`src/shared/bamt_pkg.sv`:
```
`default_nettype none
// ==========================================================================
// burst average / min / max / threshold constants
package bamt_pkg;
    // ======================================================================
    // register indices on the register port
    localparam int          ADDR_W      = 4;
    localparam logic [3:0]  OFS_FEATURE = 4'h0;
    localparam logic [3:0]  OFS_COUNT   = 4'h1;
    localparam logic [3:0]  OFS_SOURCE  = 4'h2;
    localparam logic [3:0]  OFS_RATE    = 4'h3;
    localparam logic [3:0]  OFS_THRESH  = 4'h4;
    localparam logic [3:0]  OFS_RES_A   = 4'h5;
    localparam logic [3:0]  OFS_RES_B   = 4'h6;
    localparam logic [3:0]  OFS_RES_C   = 4'h7;

    // ======================================================================
    // field values and reset values
    localparam logic [31:0] FEAT_AMM    = 32'h0000_0003;
    localparam logic [31:0] FEAT_THR    = 32'h0000_0005;
    localparam logic [31:0] FEAT_RST    = 32'h0000_0000;
    localparam logic [31:0] COUNT_RST   = 32'h0000_00c8;
    localparam logic [31:0] COUNT_MAX   = 32'h0000_4000;
    localparam logic [31:0] RATE_RST    = 32'h0000_1770;
    localparam logic [31:0] SOURCE_RST  = 32'h0000_0000;
    localparam logic [31:0] THRESH_RST  = 32'h0000_0000;
    localparam logic [31:0] DIO_BASE    = 32'h0000_07d0;
    // results and threshold are signed q16.16
    localparam logic [31:0] FIX_ONE     = 32'h0001_0000;
    localparam logic [31:0] FIX_ZERO    = 32'h0000_0000;

    // ======================================================================
    // timing
    localparam int          CLK_PERIOD_NS = 50;
    localparam int          CLK_HZ        = 1_000_000_000 / CLK_PERIOD_NS;
    localparam logic [31:0] CLK_HZ_W      = 32'(CLK_HZ);

    // ======================================================================
    // arithmetic widths
    localparam int          CNT_W = 15;
    localparam int          SUM_W = 32 + CNT_W;
    localparam int          IT_W  = 6;

    typedef enum logic [1:0] {
        ST_IDLE = 2'b00,
        ST_RUN  = 2'b01,
        ST_DIV  = 2'b11,
        ST_DONE = 2'b10
    } bamt_state_t;
endpackage
`default_nettype wire

```
`src/verilog/bamt_core.sv`:
```
// Overview of operation
// - feature value 3 runs a burst giving mean, maximum and minimum
// - sample count per burst, default 200, at most 16384
// - scan rate in samples per second, default 6000
// - burst lasts sample count divided by scan rate
// - mean, maximum, minimum go to first, second, third result
// - only first result read starts a burst; others return latest values
// - first result read stalls until the whole burst is acquired
// - feature value 5 averages a burst and flags above threshold
// - source override zero samples the channel's own analog input
// - nonzero source override is a digital line address to sample
// - flag set only when average strictly exceeds threshold
// - threshold function first result reads 1.0 or 0.0
// - threshold function second result holds latest burst mean
// - digital samples count as 0 or 1, average is a ratio
`default_nettype none
module bamt_core #(
    parameter int DIO_N = 8
) (
    input  wire logic                    clk,
    input  wire logic                    resetn,
    input  wire logic                    ce,
    input  wire logic [3:0]              reg_addr,
    input  wire logic                    reg_wr,
    input  wire logic                    reg_rd,
    input  wire logic [31:0]             reg_wdata,
    output var  logic [31:0]             reg_rdata,
    output var  logic                    reg_ready,
    input  wire logic [31:0]             ain_sample,
    input  wire logic [DIO_N-1:0]        dio_in
);
    localparam int SW = bamt_pkg::SUM_W;
    localparam int CW = bamt_pkg::CNT_W;

    // ======================================================================
    // state
    bamt_pkg::bamt_state_t state_ff, nxt_state;
    logic [31:0]           feat_ff, nxt_feat;
    logic [CW-1:0]         count_ff, nxt_count;
    logic [31:0]           rate_ff, nxt_rate;
    logic [31:0]           source_ff, nxt_source;
    logic [31:0]           thresh_ff, nxt_thresh;
    logic [31:0]           res_a_ff, nxt_res_a;
    logic [31:0]           res_b_ff, nxt_res_b;
    logic [31:0]           res_c_ff, nxt_res_c;
    logic [31:0]           rdata_ff, nxt_rdata;
    logic                  ready_ff, nxt_ready;
    logic [31:0]           phase_ff, nxt_phase;
    logic [CW-1:0]         cnt_ff, nxt_cnt;
    logic [SW-1:0]         sum_ff, nxt_sum;
    logic [31:0]           max_ff, nxt_max;
    logic [31:0]           min_ff, nxt_min;
    logic [15:0]           rem_ff, nxt_rem;
    logic [SW-1:0]         quot_ff, nxt_quot;
    logic                  neg_ff, nxt_neg;
    logic [5:0]            it_ff, nxt_it;

    // ======================================================================
    // helpers
    logic [32:0]   phase_sum;
    logic          tick;
    logic [31:0]   sample;
    logic [SW-1:0] sum_add;
    logic [15:0]   rem_sh;
    logic [31:0]   avg_s;
    logic          start_rd;

    function automatic logic [31:0] pick_sample(
        input logic [31:0]      src,
        input logic [31:0]      ain,
        input logic [DIO_N-1:0] dio
    );
        logic [31:0] idx;
        idx = src - bamt_pkg::DIO_BASE;
        pick_sample = bamt_pkg::FIX_ZERO;
        if (src == bamt_pkg::SOURCE_RST) begin
            pick_sample = ain;
        end else if (idx < 32'(DIO_N)) begin
            pick_sample = dio[idx] ? bamt_pkg::FIX_ONE : bamt_pkg::FIX_ZERO;
        end
    endfunction

    function automatic logic is_burst(input logic [31:0] f);
        is_burst = (f == bamt_pkg::FEAT_AMM) || (f == bamt_pkg::FEAT_THR);
    endfunction

    assign phase_sum = {1'b0, phase_ff} + {1'b0, rate_ff};
    // phase accumulator: exact average rate, no divider needed
    assign tick      = (state_ff == bamt_pkg::ST_RUN) &&
                       (phase_sum >= {1'b0, bamt_pkg::CLK_HZ_W});
    assign sample    = pick_sample(source_ff, ain_sample, dio_in);
    assign sum_add   = sum_ff + {{(SW-32){sample[31]}}, sample};
    assign rem_sh    = {rem_ff[14:0], quot_ff[SW-1]};
    assign avg_s     = neg_ff ? (32'h0 - quot_ff[31:0]) : quot_ff[31:0];
    assign start_rd  = (state_ff == bamt_pkg::ST_IDLE) && reg_rd &&
                       !reg_wr && (reg_addr == bamt_pkg::OFS_RES_A) &&
                       is_burst(feat_ff) && !ready_ff;

    // ======================================================================
    // next state
    always_comb begin
        nxt_state  = state_ff;
        nxt_feat   = feat_ff;
        nxt_count  = count_ff;
        nxt_rate   = rate_ff;
        nxt_source = source_ff;
        nxt_thresh = thresh_ff;
        nxt_res_a  = res_a_ff;
        nxt_res_b  = res_b_ff;
        nxt_res_c  = res_c_ff;
        nxt_rdata  = rdata_ff;
        nxt_ready  = 1'b0;
        nxt_phase  = phase_ff;
        nxt_cnt    = cnt_ff;
        nxt_sum    = sum_ff;
        nxt_max    = max_ff;
        nxt_min    = min_ff;
        nxt_rem    = rem_ff;
        nxt_quot   = quot_ff;
        nxt_neg    = neg_ff;
        nxt_it     = it_ff;
        unique case (state_ff)
            bamt_pkg::ST_IDLE: begin
                // a request still held in its answer cycle is not retaken
                if (reg_wr && !ready_ff) begin
                    nxt_ready = 1'b1;
                    case (reg_addr)
                        bamt_pkg::OFS_FEATURE: nxt_feat = reg_wdata;
                        bamt_pkg::OFS_COUNT: begin
                            // clamp keeps the divider and counter in range
                            if (reg_wdata > bamt_pkg::COUNT_MAX) begin
                                nxt_count = CW'(bamt_pkg::COUNT_MAX);
                            end else if (reg_wdata == 32'h0) begin
                                nxt_count = CW'(1);
                            end else begin
                                nxt_count = reg_wdata[CW-1:0];
                            end
                        end
                        bamt_pkg::OFS_SOURCE: nxt_source = reg_wdata;
                        bamt_pkg::OFS_RATE: begin
                            if (reg_wdata > bamt_pkg::CLK_HZ_W) begin
                                nxt_rate = bamt_pkg::CLK_HZ_W;
                            end else if (reg_wdata == 32'h0) begin
                                nxt_rate = 32'h1;
                            end else begin
                                nxt_rate = reg_wdata;
                            end
                        end
                        bamt_pkg::OFS_THRESH: nxt_thresh = reg_wdata;
                        default: ;
                    endcase
                end else if (start_rd) begin
                    nxt_state = bamt_pkg::ST_RUN;
                    nxt_phase = 32'h0;
                    nxt_cnt   = '0;
                    nxt_sum   = '0;
                end else if (reg_rd && !ready_ff) begin
                    nxt_ready = 1'b1;
                    case (reg_addr)
                        bamt_pkg::OFS_FEATURE: nxt_rdata = feat_ff;
                        bamt_pkg::OFS_COUNT:   nxt_rdata = 32'(count_ff);
                        bamt_pkg::OFS_SOURCE:  nxt_rdata = source_ff;
                        bamt_pkg::OFS_RATE:    nxt_rdata = rate_ff;
                        bamt_pkg::OFS_THRESH:  nxt_rdata = thresh_ff;
                        bamt_pkg::OFS_RES_A:   nxt_rdata = res_a_ff;
                        bamt_pkg::OFS_RES_B:   nxt_rdata = res_b_ff;
                        bamt_pkg::OFS_RES_C:   nxt_rdata = res_c_ff;
                        default:               nxt_rdata = 32'h0;
                    endcase
                end
            end
            bamt_pkg::ST_RUN: begin
                // no answer while running: the read stalls
                nxt_phase = phase_sum[31:0];
                if (tick) begin
                    nxt_phase = 32'(phase_sum - {1'b0, bamt_pkg::CLK_HZ_W});
                    nxt_sum   = sum_add;
                    nxt_cnt   = cnt_ff + CW'(1);
                    if (cnt_ff == '0) begin
                        nxt_max = sample;
                        nxt_min = sample;
                    end else begin
                        if ($signed(sample) > $signed(max_ff)) begin
                            nxt_max = sample;
                        end
                        if ($signed(sample) < $signed(min_ff)) begin
                            nxt_min = sample;
                        end
                    end
                    if (cnt_ff + CW'(1) == count_ff) begin
                        nxt_state = bamt_pkg::ST_DIV;
                        nxt_neg   = sum_add[SW-1];
                        nxt_quot  = sum_add[SW-1] ? (SW'(0) - sum_add)
                                                  : sum_add;
                        nxt_rem   = 16'h0;
                        nxt_it    = 6'h0;
                    end
                end
            end
            bamt_pkg::ST_DIV: begin
                // restoring division, one quotient bit per cycle
                nxt_quot = {quot_ff[SW-2:0], 1'b0};
                nxt_rem  = rem_sh;
                if (rem_sh >= {1'b0, count_ff}) begin
                    nxt_rem     = rem_sh - {1'b0, count_ff};
                    nxt_quot[0] = 1'b1;
                end
                nxt_it = it_ff + 6'h1;
                if (it_ff == 6'(SW - 1)) begin
                    nxt_state = bamt_pkg::ST_DONE;
                end
            end
            bamt_pkg::ST_DONE: begin
                nxt_state = bamt_pkg::ST_IDLE;
                nxt_ready = 1'b1;
                if (feat_ff == bamt_pkg::FEAT_AMM) begin
                    nxt_res_a = avg_s;
                    nxt_res_b = max_ff;
                    nxt_res_c = min_ff;
                    nxt_rdata = avg_s;
                end else begin
                    nxt_res_a = ($signed(avg_s) > $signed(thresh_ff)) ?
                                bamt_pkg::FIX_ONE : bamt_pkg::FIX_ZERO;
                    nxt_res_b = avg_s;
                    nxt_rdata = nxt_res_a;
                end
            end
        endcase
    end

    // ======================================================================
    // registers
    always_ff @(posedge clk) begin
        if (!resetn) begin
            state_ff  <= bamt_pkg::ST_IDLE;
            feat_ff   <= bamt_pkg::FEAT_RST;
            count_ff  <= CW'(bamt_pkg::COUNT_RST);
            rate_ff   <= bamt_pkg::RATE_RST;
            source_ff <= bamt_pkg::SOURCE_RST;
            thresh_ff <= bamt_pkg::THRESH_RST;
            res_a_ff  <= 32'h0;
            res_b_ff  <= 32'h0;
            res_c_ff  <= 32'h0;
            rdata_ff  <= 32'h0;
            ready_ff  <= 1'b0;
            phase_ff  <= 32'h0;
            cnt_ff    <= '0;
            sum_ff    <= '0;
            max_ff    <= 32'h0;
            min_ff    <= 32'h0;
            rem_ff    <= 16'h0;
            quot_ff   <= '0;
            neg_ff    <= 1'b0;
            it_ff     <= 6'h0;
        end else if (ce) begin
            state_ff  <= nxt_state;
            feat_ff   <= nxt_feat;
            count_ff  <= nxt_count;
            rate_ff   <= nxt_rate;
            source_ff <= nxt_source;
            thresh_ff <= nxt_thresh;
            res_a_ff  <= nxt_res_a;
            res_b_ff  <= nxt_res_b;
            res_c_ff  <= nxt_res_c;
            rdata_ff  <= nxt_rdata;
            ready_ff  <= nxt_ready;
            phase_ff  <= nxt_phase;
            cnt_ff    <= nxt_cnt;
            sum_ff    <= nxt_sum;
            max_ff    <= nxt_max;
            min_ff    <= nxt_min;
            rem_ff    <= nxt_rem;
            quot_ff   <= nxt_quot;
            neg_ff    <= nxt_neg;
            it_ff     <= nxt_it;
        end
    end

    assign reg_rdata = rdata_ff;
    assign reg_ready = ready_ff;
endmodule
`default_nettype wire

```
`config.mk`:
```
export PLATFORM = sky130hd
export DESIGN_NAME = bamt_core
export DESIGN_NICKNAME = d
export VERILOG_FILES = /design/src/shared/bamt_pkg.sv /design/src/verilog/bamt_core.sv
export SDC_FILE = /design/constraint.sdc
export NUM_CORES = 2
export LEC_CHECK = 0
export BUFFER_PORTS_ARGS = -buffer_cell sky130_fd_sc_hd__buf_4
export CORE_AREA = 2 2 286 175
export CTS_BUF_LIST = sky130_fd_sc_hd__clkbuf_8
export DETAILED_ROUTE_END_ITERATION = 12
export DIE_AREA = 0 0 288 177
export GPL_ROUTABILITY_DRIVEN = 0
export PLACE_DENSITY = 0.89
export SKIP_LAST_GASP = 1
export SLEW_MARGIN = 15
export SYNTH_ARGS = -nofsm -noshare
export SYNTH_HDL_FRONTEND = slang
export SYNTH_SLANG_ARGS = --single-unit
export TNS_END_PERCENT = 5
```
`constraint.sdc`:
```
create_clock -name clk -period 11.1 [get_ports clk]
set_input_delay 1.665 -clock clk [delete_from_list [all_inputs] [get_ports clk]]
set_output_delay 1.665 -clock clk [all_outputs]
set_load 0.005 [all_outputs]
```
Yosys cells after proc, flatten, opt, wreduce, memory -nomap -nowiden
Cells that the tools add are included.
{"block": "totals", "regBits": 501, "word_cells": 151}
{"block": "op_classes", "n_addsub": 9, "order_cmp": 9, "n_eq_ne": 21, "mux": 56, "reduce_logical": 36}
{"op": "32-bit two-way mux", "n": 16}
{"op": "47-bit two-way mux", "n": 6}
{"op": "32-bit case mux with 8 select lines", "n": 1}
{"op": "47-bit case mux with 2 select lines", "n": 2}
{"op": "32-bit case mux with 2 select lines", "n": 2}
{"op": "15-bit two-way mux", "n": 8}
{"op": "32-bit greater-than comparator", "n": 2}
{"op": "32-bit zero test", "n": 2}
{"op": "32-bit by 4-bit less-than comparator with 1-bit output, second input constant", "n": 2}
{"op": "15-bit case mux with 2 select lines", "n": 2}
{"op": "17-bit two-way mux", "n": 3}
{"op": "47-bit adder", "n": 1}
{"op": "1-bit by 47-bit subtractor with 47-bit output, first input constant", "n": 1}
{"op": "4-bit AND reduction", "n": 10}
{"op": "32-bit by 32-bit adder with 33-bit output", "n": 1}
{"op": "33-bit by 25-bit >= comparator with 1-bit output, second input constant", "n": 1}
{"op": "32-bit by 2-bit == test with 1-bit output, second input constant", "n": 1}
{"op": "32-bit by 3-bit == test with 1-bit output, second input constant", "n": 1}
{"op": "32-bit by 15-bit greater-than comparator with 1-bit output, second input constant", "n": 1}
{"op": "32-bit by 25-bit greater-than comparator with 1-bit output, second input constant", "n": 1}
{"op": "32-bit less-than comparator", "n": 1}
{"op": "1-bit by 32-bit subtractor with 32-bit output, first input constant", "n": 1}
{"op": "32-bit by 11-bit subtractor with 32-bit output, second input constant", "n": 1}
{"op": "32-bit by 25-bit subtractor with 32-bit output, second input constant", "n": 1}
{"op": "other kinds (31)", "n": 63}

Longest topological paths before layout
{"block": "depth", "depth_word": 12, "ltp_mapped": 22, "mapped_depth_nobuf": 22}

Worst setup path before layout
Ideal clock, no wire load.
{"block": "synth_path", "path_kind": "input port to flip-flop", "start": "input dio_in[7]", "end": "register quot_ff[34]", "setup_time_ns": 0.070, "t_arrival_ns": 5.612, "required_time_ns": 11.030, "setup_slack_ns": 5.418, "cell_stages": 19, "n_path_buf": 1, "path_cell_list": "mux4_2 -> mux2i_1 -> nor4_1 -> a22oi_1 -> inv_1 -> ha_1 -> buf_2 -> a21oi_2 -> o211ai_1 -> nand4_1 -> a21oi_2 -> or2_4 -> or3_1 -> a211oi_2 -> or3b_1 -> o41ai_2 -> xor2_1 -> a211o_1 -> a21oi_1"}
{"block": "synth_between", "elab_chain_len": 11}
{"item": "from (decl)", "line": "bamt_core.sv:30", "text": "input wire logic [DIO_N-1:0] dio_in"}
{"item": "1-bit binary-select mux with 3-bit select (*)", "line": "bamt_core.sv:79", "text": "pick_sample = dio[idx] ? bamt_pkg::FIX_ONE : bamt_pkg::FIX_ZERO;"}
{"item": "1-bit two-way mux (not written as such) (*)", "line": "bamt_core.sv:79"}
{"item": "17-bit two-way mux (*)", "line": "bamt_core.sv:79"}
{"item": "17-bit two-way mux (*)", "line": "bamt_core.sv:78", "text": "end else if (idx < 32'(DIO_N)) begin"}
{"item": "32-bit two-way mux (*)", "line": "bamt_core.sv:76", "text": "if (src == bamt_pkg::SOURCE_RST) begin"}
{"item": "net sample[16]", "line": "bamt_core.sv:62", "text": "logic [31:0] sample;"}
{"item": "47-bit adder (*)", "line": "bamt_core.sv:92", "text": "assign sum_add = sum_ff + {{(SW-32){sample[31]}}, sample};"}
{"item": "1-bit by 47-bit subtractor with 47-bit output", "line": "bamt_core.sv:193", "text": "nxt_quot = sum_add[SW-1] ? (SW'(0) - sum_add)"}
{"item": "47-bit two-way mux (*)", "line": "bamt_core.sv:193"}
{"item": "47-bit two-way mux (*)", "line": "bamt_core.sv:190", "text": "if (cnt_ff + CW'(1) == count_ff) begin"}
{"item": "47-bit two-way mux (*)", "line": "bamt_core.sv:175", "text": "if (tick) begin"}
{"item": "47-bit case mux with 2 select lines (*)", "line": "bamt_core.sv:122", "text": "unique case (state_ff)"}
{"item": "to (signal assigned)", "line": "bamt_core.sv:273", "text": "quot_ff <= nxt_quot;"}
{"item": "to (decl)", "line": "bamt_core.sv:54", "text": "logic [SW-1:0] quot_ff, nxt_quot;"}
The timed path passes the listed nets; every way through them passes the cells marked *. The select of a mux whose other input is x is not followed.
A chain may end at the register's enable or synchronous reset.

Worst setup path in the final report
{"block": "layout_path", "start": "register source_ff[5]", "end": "register quot_ff[46]"}
{"block": "layout_between", "elab_chain_len": 10, "word_cells_on_any_way": 11}
{"item": "from (decl)", "line": "bamt_core.sv:41", "text": "logic [31:0] source_ff, nxt_source;"}
{"item": "from (signal assigned)", "line": "bamt_core.sv:239", "text": "source_ff <= bamt_pkg::SOURCE_RST;"}
{"item": "from (signal assigned)", "line": "bamt_core.sv:260", "text": "source_ff <= nxt_source;"}
{"item": "32-bit by 11-bit subtractor with 32-bit output", "line": "bamt_core.sv:74", "text": "idx = src - bamt_pkg::DIO_BASE;"}
{"item": "32-bit by 4-bit less-than comparator with 1-bit output", "line": "bamt_core.sv:78"}
{"item": "17-bit two-way mux", "line": "bamt_core.sv:78"}
{"item": "32-bit two-way mux (*)", "line": "bamt_core.sv:76"}
{"item": "net sample[2]", "line": "bamt_core.sv:62"}
{"item": "47-bit adder (*)", "line": "bamt_core.sv:92"}
{"item": "1-bit by 47-bit subtractor with 47-bit output", "line": "bamt_core.sv:193"}
{"item": "47-bit two-way mux (*)", "line": "bamt_core.sv:193"}
{"item": "47-bit two-way mux (*)", "line": "bamt_core.sv:190"}
{"item": "47-bit two-way mux (*)", "line": "bamt_core.sv:175"}
{"item": "47-bit case mux with 2 select lines (*)", "line": "bamt_core.sv:122"}
Marked as above.

==> parameters.txt <==
Parameter                              Value

Setup path
  Sort of element at the end of the critical path    register
  Reg-to-reg setup timing slack    about 4.3 ns
  Crit path buf inv count    1
  Data required time of the critical path    11.67 ns
  Critical setup path kind    register to register
  Family with the most delay on the worst path    simple AND/OR/NAND/NOR gates
  Arrival time of data at the critical path endpoint    7.36 ns
  Critical Path Source    source_ff[5]$_SDFFE_PN0P_
  Reg-to-Reg Start    source_ff[5]$_SDFFE_PN0P_
  Critical Path Source Type    register
  Largest fanout on the critical path    31
  Largest stage delay, worst path    0.64 ns
  Most common cell on crit path    nand3_1
  Cell at the slowest stage of the critical path    or4_1
  Cell breakdown of the critical path    nor4_1, nand3_1, nor3_2, buf_4, and2_1, ha_1, o21ai_2, o21ai_1, nand4_1, a21boi_0, xnor2_1, nand4_2, nor4_2, nand3_1, or4_1, nor3_1, a211oi_1, a211oi_2

Placed design
  Buffers added on ports    113
  Hpwl dp    78200 um
  Cell Area, Placed    about 32000 sq um
  Dpl cells    roughly 4500
  Pre-CTS setup slack    4.05 ns

Synthesis
  Share of the synthesized netlist area taken by xor and xnor gates    under 10%
  Number of enable-type register cells in the synthesized netlist    0
  Count of cell types in the netlist    101
  Number of storage elements in the synthesis netlist    501
  Largest cells by area after synthesis    dfxtp_1 (32%), ha_1 (7.9%), nand2_1 (6.4%), a21oi_1 (6.2%), nor2_1 (4.6%)
  Dominant combinational cell family by area after synthesis    compound AO/OA/AOI/OAI gates
  Top FF cell, synth    dfxtp_1
  Average size of a mapped cell    7.85 sq um
  Post-synthesis instance area    31200 sq um
  Share of flip-flops with an asynchronous set or reset    0%
  Total nets after synthesis    4256
  Cell taking the most area after synthesis    dfxtp_1
  Yosys warnings    0
  Post-synthesis compound-gate area fraction    26.2%
  Synth top area share    32.1%
  Simple logic cell fraction of the synthesized area    20.2%
  Post-Syn Instances    3976
  Multiplexer fraction of the synthesized cell area    between 3 and 4%
  Adder-cell area share of the yosys netlist    8.05%
  Seq/Total Area, Yosys    32.1%

Detailed routing
  Met3 Routed Length    19400 um
  ANT nets after route    0
  Drt drc    0
  M1 wire length    43400 um
  1st-iter DRT viols    roughly 5700
  Wirelength per Cell    roughly 23 um
  DR pass1 iterations    10
  Final WL    108000 um
  Vias per cell    ~6.9
  Via total after detailed routing    about 32000
  Length of routed met2 wiring    approximately 41000 um
  Highest metal layer with signal wires    met4

Min path
  Type of the worst min-delay path    register to register
  Launch instance of the worst min-delay path    res_a_ff[1]$_SDFFE_PN0P_

Floorplanning
  IO Count    114
  Core Rows    between 60 and 70
  Die span in x    288 um
  Height of the die    177 um
  Core region area    approximately 49000 sq um
  Die area    between 50000 and 60000 sq um
  Initial core utilization    64.3%

Layout
  Final core utilization    69.8%
  Area added between synthesis and finish    8.54%
  Final #Nets    about 4200
  Design area    33900 sq um
  Fin cells    4666
  Share of final-layout standard cells stronger than drive strength 1    8.97%
  Commonest non-fill, non-tap cells in the layout    nand2_1 (526), dfxtp_1 (501), a21oi_1 (385)
  Number of fillers in the final layout    3759
  Most common cell after layout, fill and taps aside    nand2_1
  Largest registers    quot_ff (47), sum_ff (47)

CTS
  Maximum level of the CTS H-tree    3
  Clock slew at the register clock pins of the worst setup and hold paths    0.07 ns
  Num CTS Buffers    74
  Clock tree sinks    501
  CTS tree    yes
  Hold Buf Count CTS    0
  Number of buffers on the longest clock path    3
  Clock insertion delay at the later pin of the skew report    slightly below 0.7 ns
  Setup Buffers After CTS    0
  Buffer cell driving the clock tree root    clkbuf_8
  Post_cts resized    0

Power
  Pwr per Cell Area    118 nW/um^2
  Leak    approximately 13 nW
  Total design power    roughly 4 mW
  Worst IR Drop VDD    0.104 mV

STA
  Max Freq    147 MHz
  Hold Vio Cnt, Final    0
  Hold_ws    0.457 ns
  Period Utilization, post-route    between 60% and 70%
  Transition at the pin with the smallest max-transition slack    1.15 ns
  Number of setup violations in the final report    0
  Headroom to the max-slew limit    23.2%
  Total negative slack    0 ns
  Largest clock skew in the final design    0.0413 ns
  Count of final max-slew check failures    0
  Shortest period the worst path allows    6.78 ns
  Slack of the critical path    between 4 and 5 ns
  RSZ-0062 raised after global routing    false

Global routing
  Wire length of the first global-routing pass    165000 um
  Gr usage total    41.1%
  Via count of the first global-routing pass    28800
  Pin count of the biggest net entering global routing    220
  Remaining global-route overflow    0
  Number of antenna violations at the first check in global routing    3

Status
  Outcome    complete, no violations

Run
  Max cap viols    0
[cell usage after synthesis (8+ instances only)]
master,count
a211o_1,12
a211oi_1,86
a211oi_2,8
a21boi_0,10
a21o_1,61
a21oi_1,386
a221o_1,10
a222oi_1,14
a22o_1,35
a22oi_1,147
a31oi_1,33
a41oi_1,16
and2_1,52
and3_1,24
buf_1,8
buf_2,30
buf_4,9
clkbuf_1,190
dfxtp_1,501
ha_1,196
inv_1,149
mux2i_1,86
nand2_1,530
nand2b_1,21
nand3_1,99
nand4_1,54
nor2_1,384
nor2b_1,24
nor3_1,52
nor4_1,33
o211ai_1,43
o21a_1,22
o21ai_0,190
o21ai_1,12
o21bai_1,17
o2bb2ai_1,12
o31ai_1,20
o41ai_1,10
or2_2,8
or3_1,21
or4_1,16
xnor2_1,115
xor2_1,72
[final cells by class]
class / count / area, sq um / share of cell area [%]
Clock inverter: 34 / 239 / 0.705
Inverter: 149 / 567 / 1.67
Multi-Input combinational cell: 3079 / 19700 / 58.2
Timing Repair Buffer: 155 / 1180 / 3.47
Antenna cell: 1 / 2.50 / 0.00738
Sequential cell: 501 / 10000 / 29.6
Clock buffer: 97 / 1340 / 3.94
Tap cell: 650 / 813 / 2.40
[power breakdown]
group	switching [mW]	internal (mW)	leakage [nW]
combinational	0.357	0.182	8.10
clock	0.787	0.855	0.879
sequential	0.00914	1.81	4.04
total	1.15	2.84	13.0
[layer usage]
metal  up-vias  GRT usage, %
met4         0          15.5
met5         -             0
met1     14900          58.8
met3       395          17.0
li1      14300             -
met2      2597          53.9
[cell families after synthesis]
logic type / count (synthesis)
AND/OR/NAND/NOR: 1370
multiplexers: 93
XOR/XNOR: 187
AO/OA/AOI/OAI: 1230
buffers and inverters: 396
adder cells (fa/ha/maj): 199
flip-flops: 501
[worst paths after layout]
path,to,depth (start not counted)
max,quot_ff[46]$_SDFFE_PN0P_,18
min,res_a_ff[1]$_SDFFE_PN0P_,2
max reg2reg,quot_ff[46]$_SDFFE_PN0P_,18
min reg2reg,res_a_ff[1]$_SDFFE_PN0P_,2
[worst register-to-register path, delay by kind of cell (launching register included)]
family | cells | cell delay [ns]
AO/OA/AOI/OAI | 5 | 1.19
XOR/XNOR | 1 | 0.28
adder cells (fa/ha/maj) | 1 | 0.38
buffers and inverters | 1 | 0.32
flip-flops | 1 | 0.47
AND/OR/NAND/NOR | 10 | 4.04
Power figures use the tool's default switching activity.
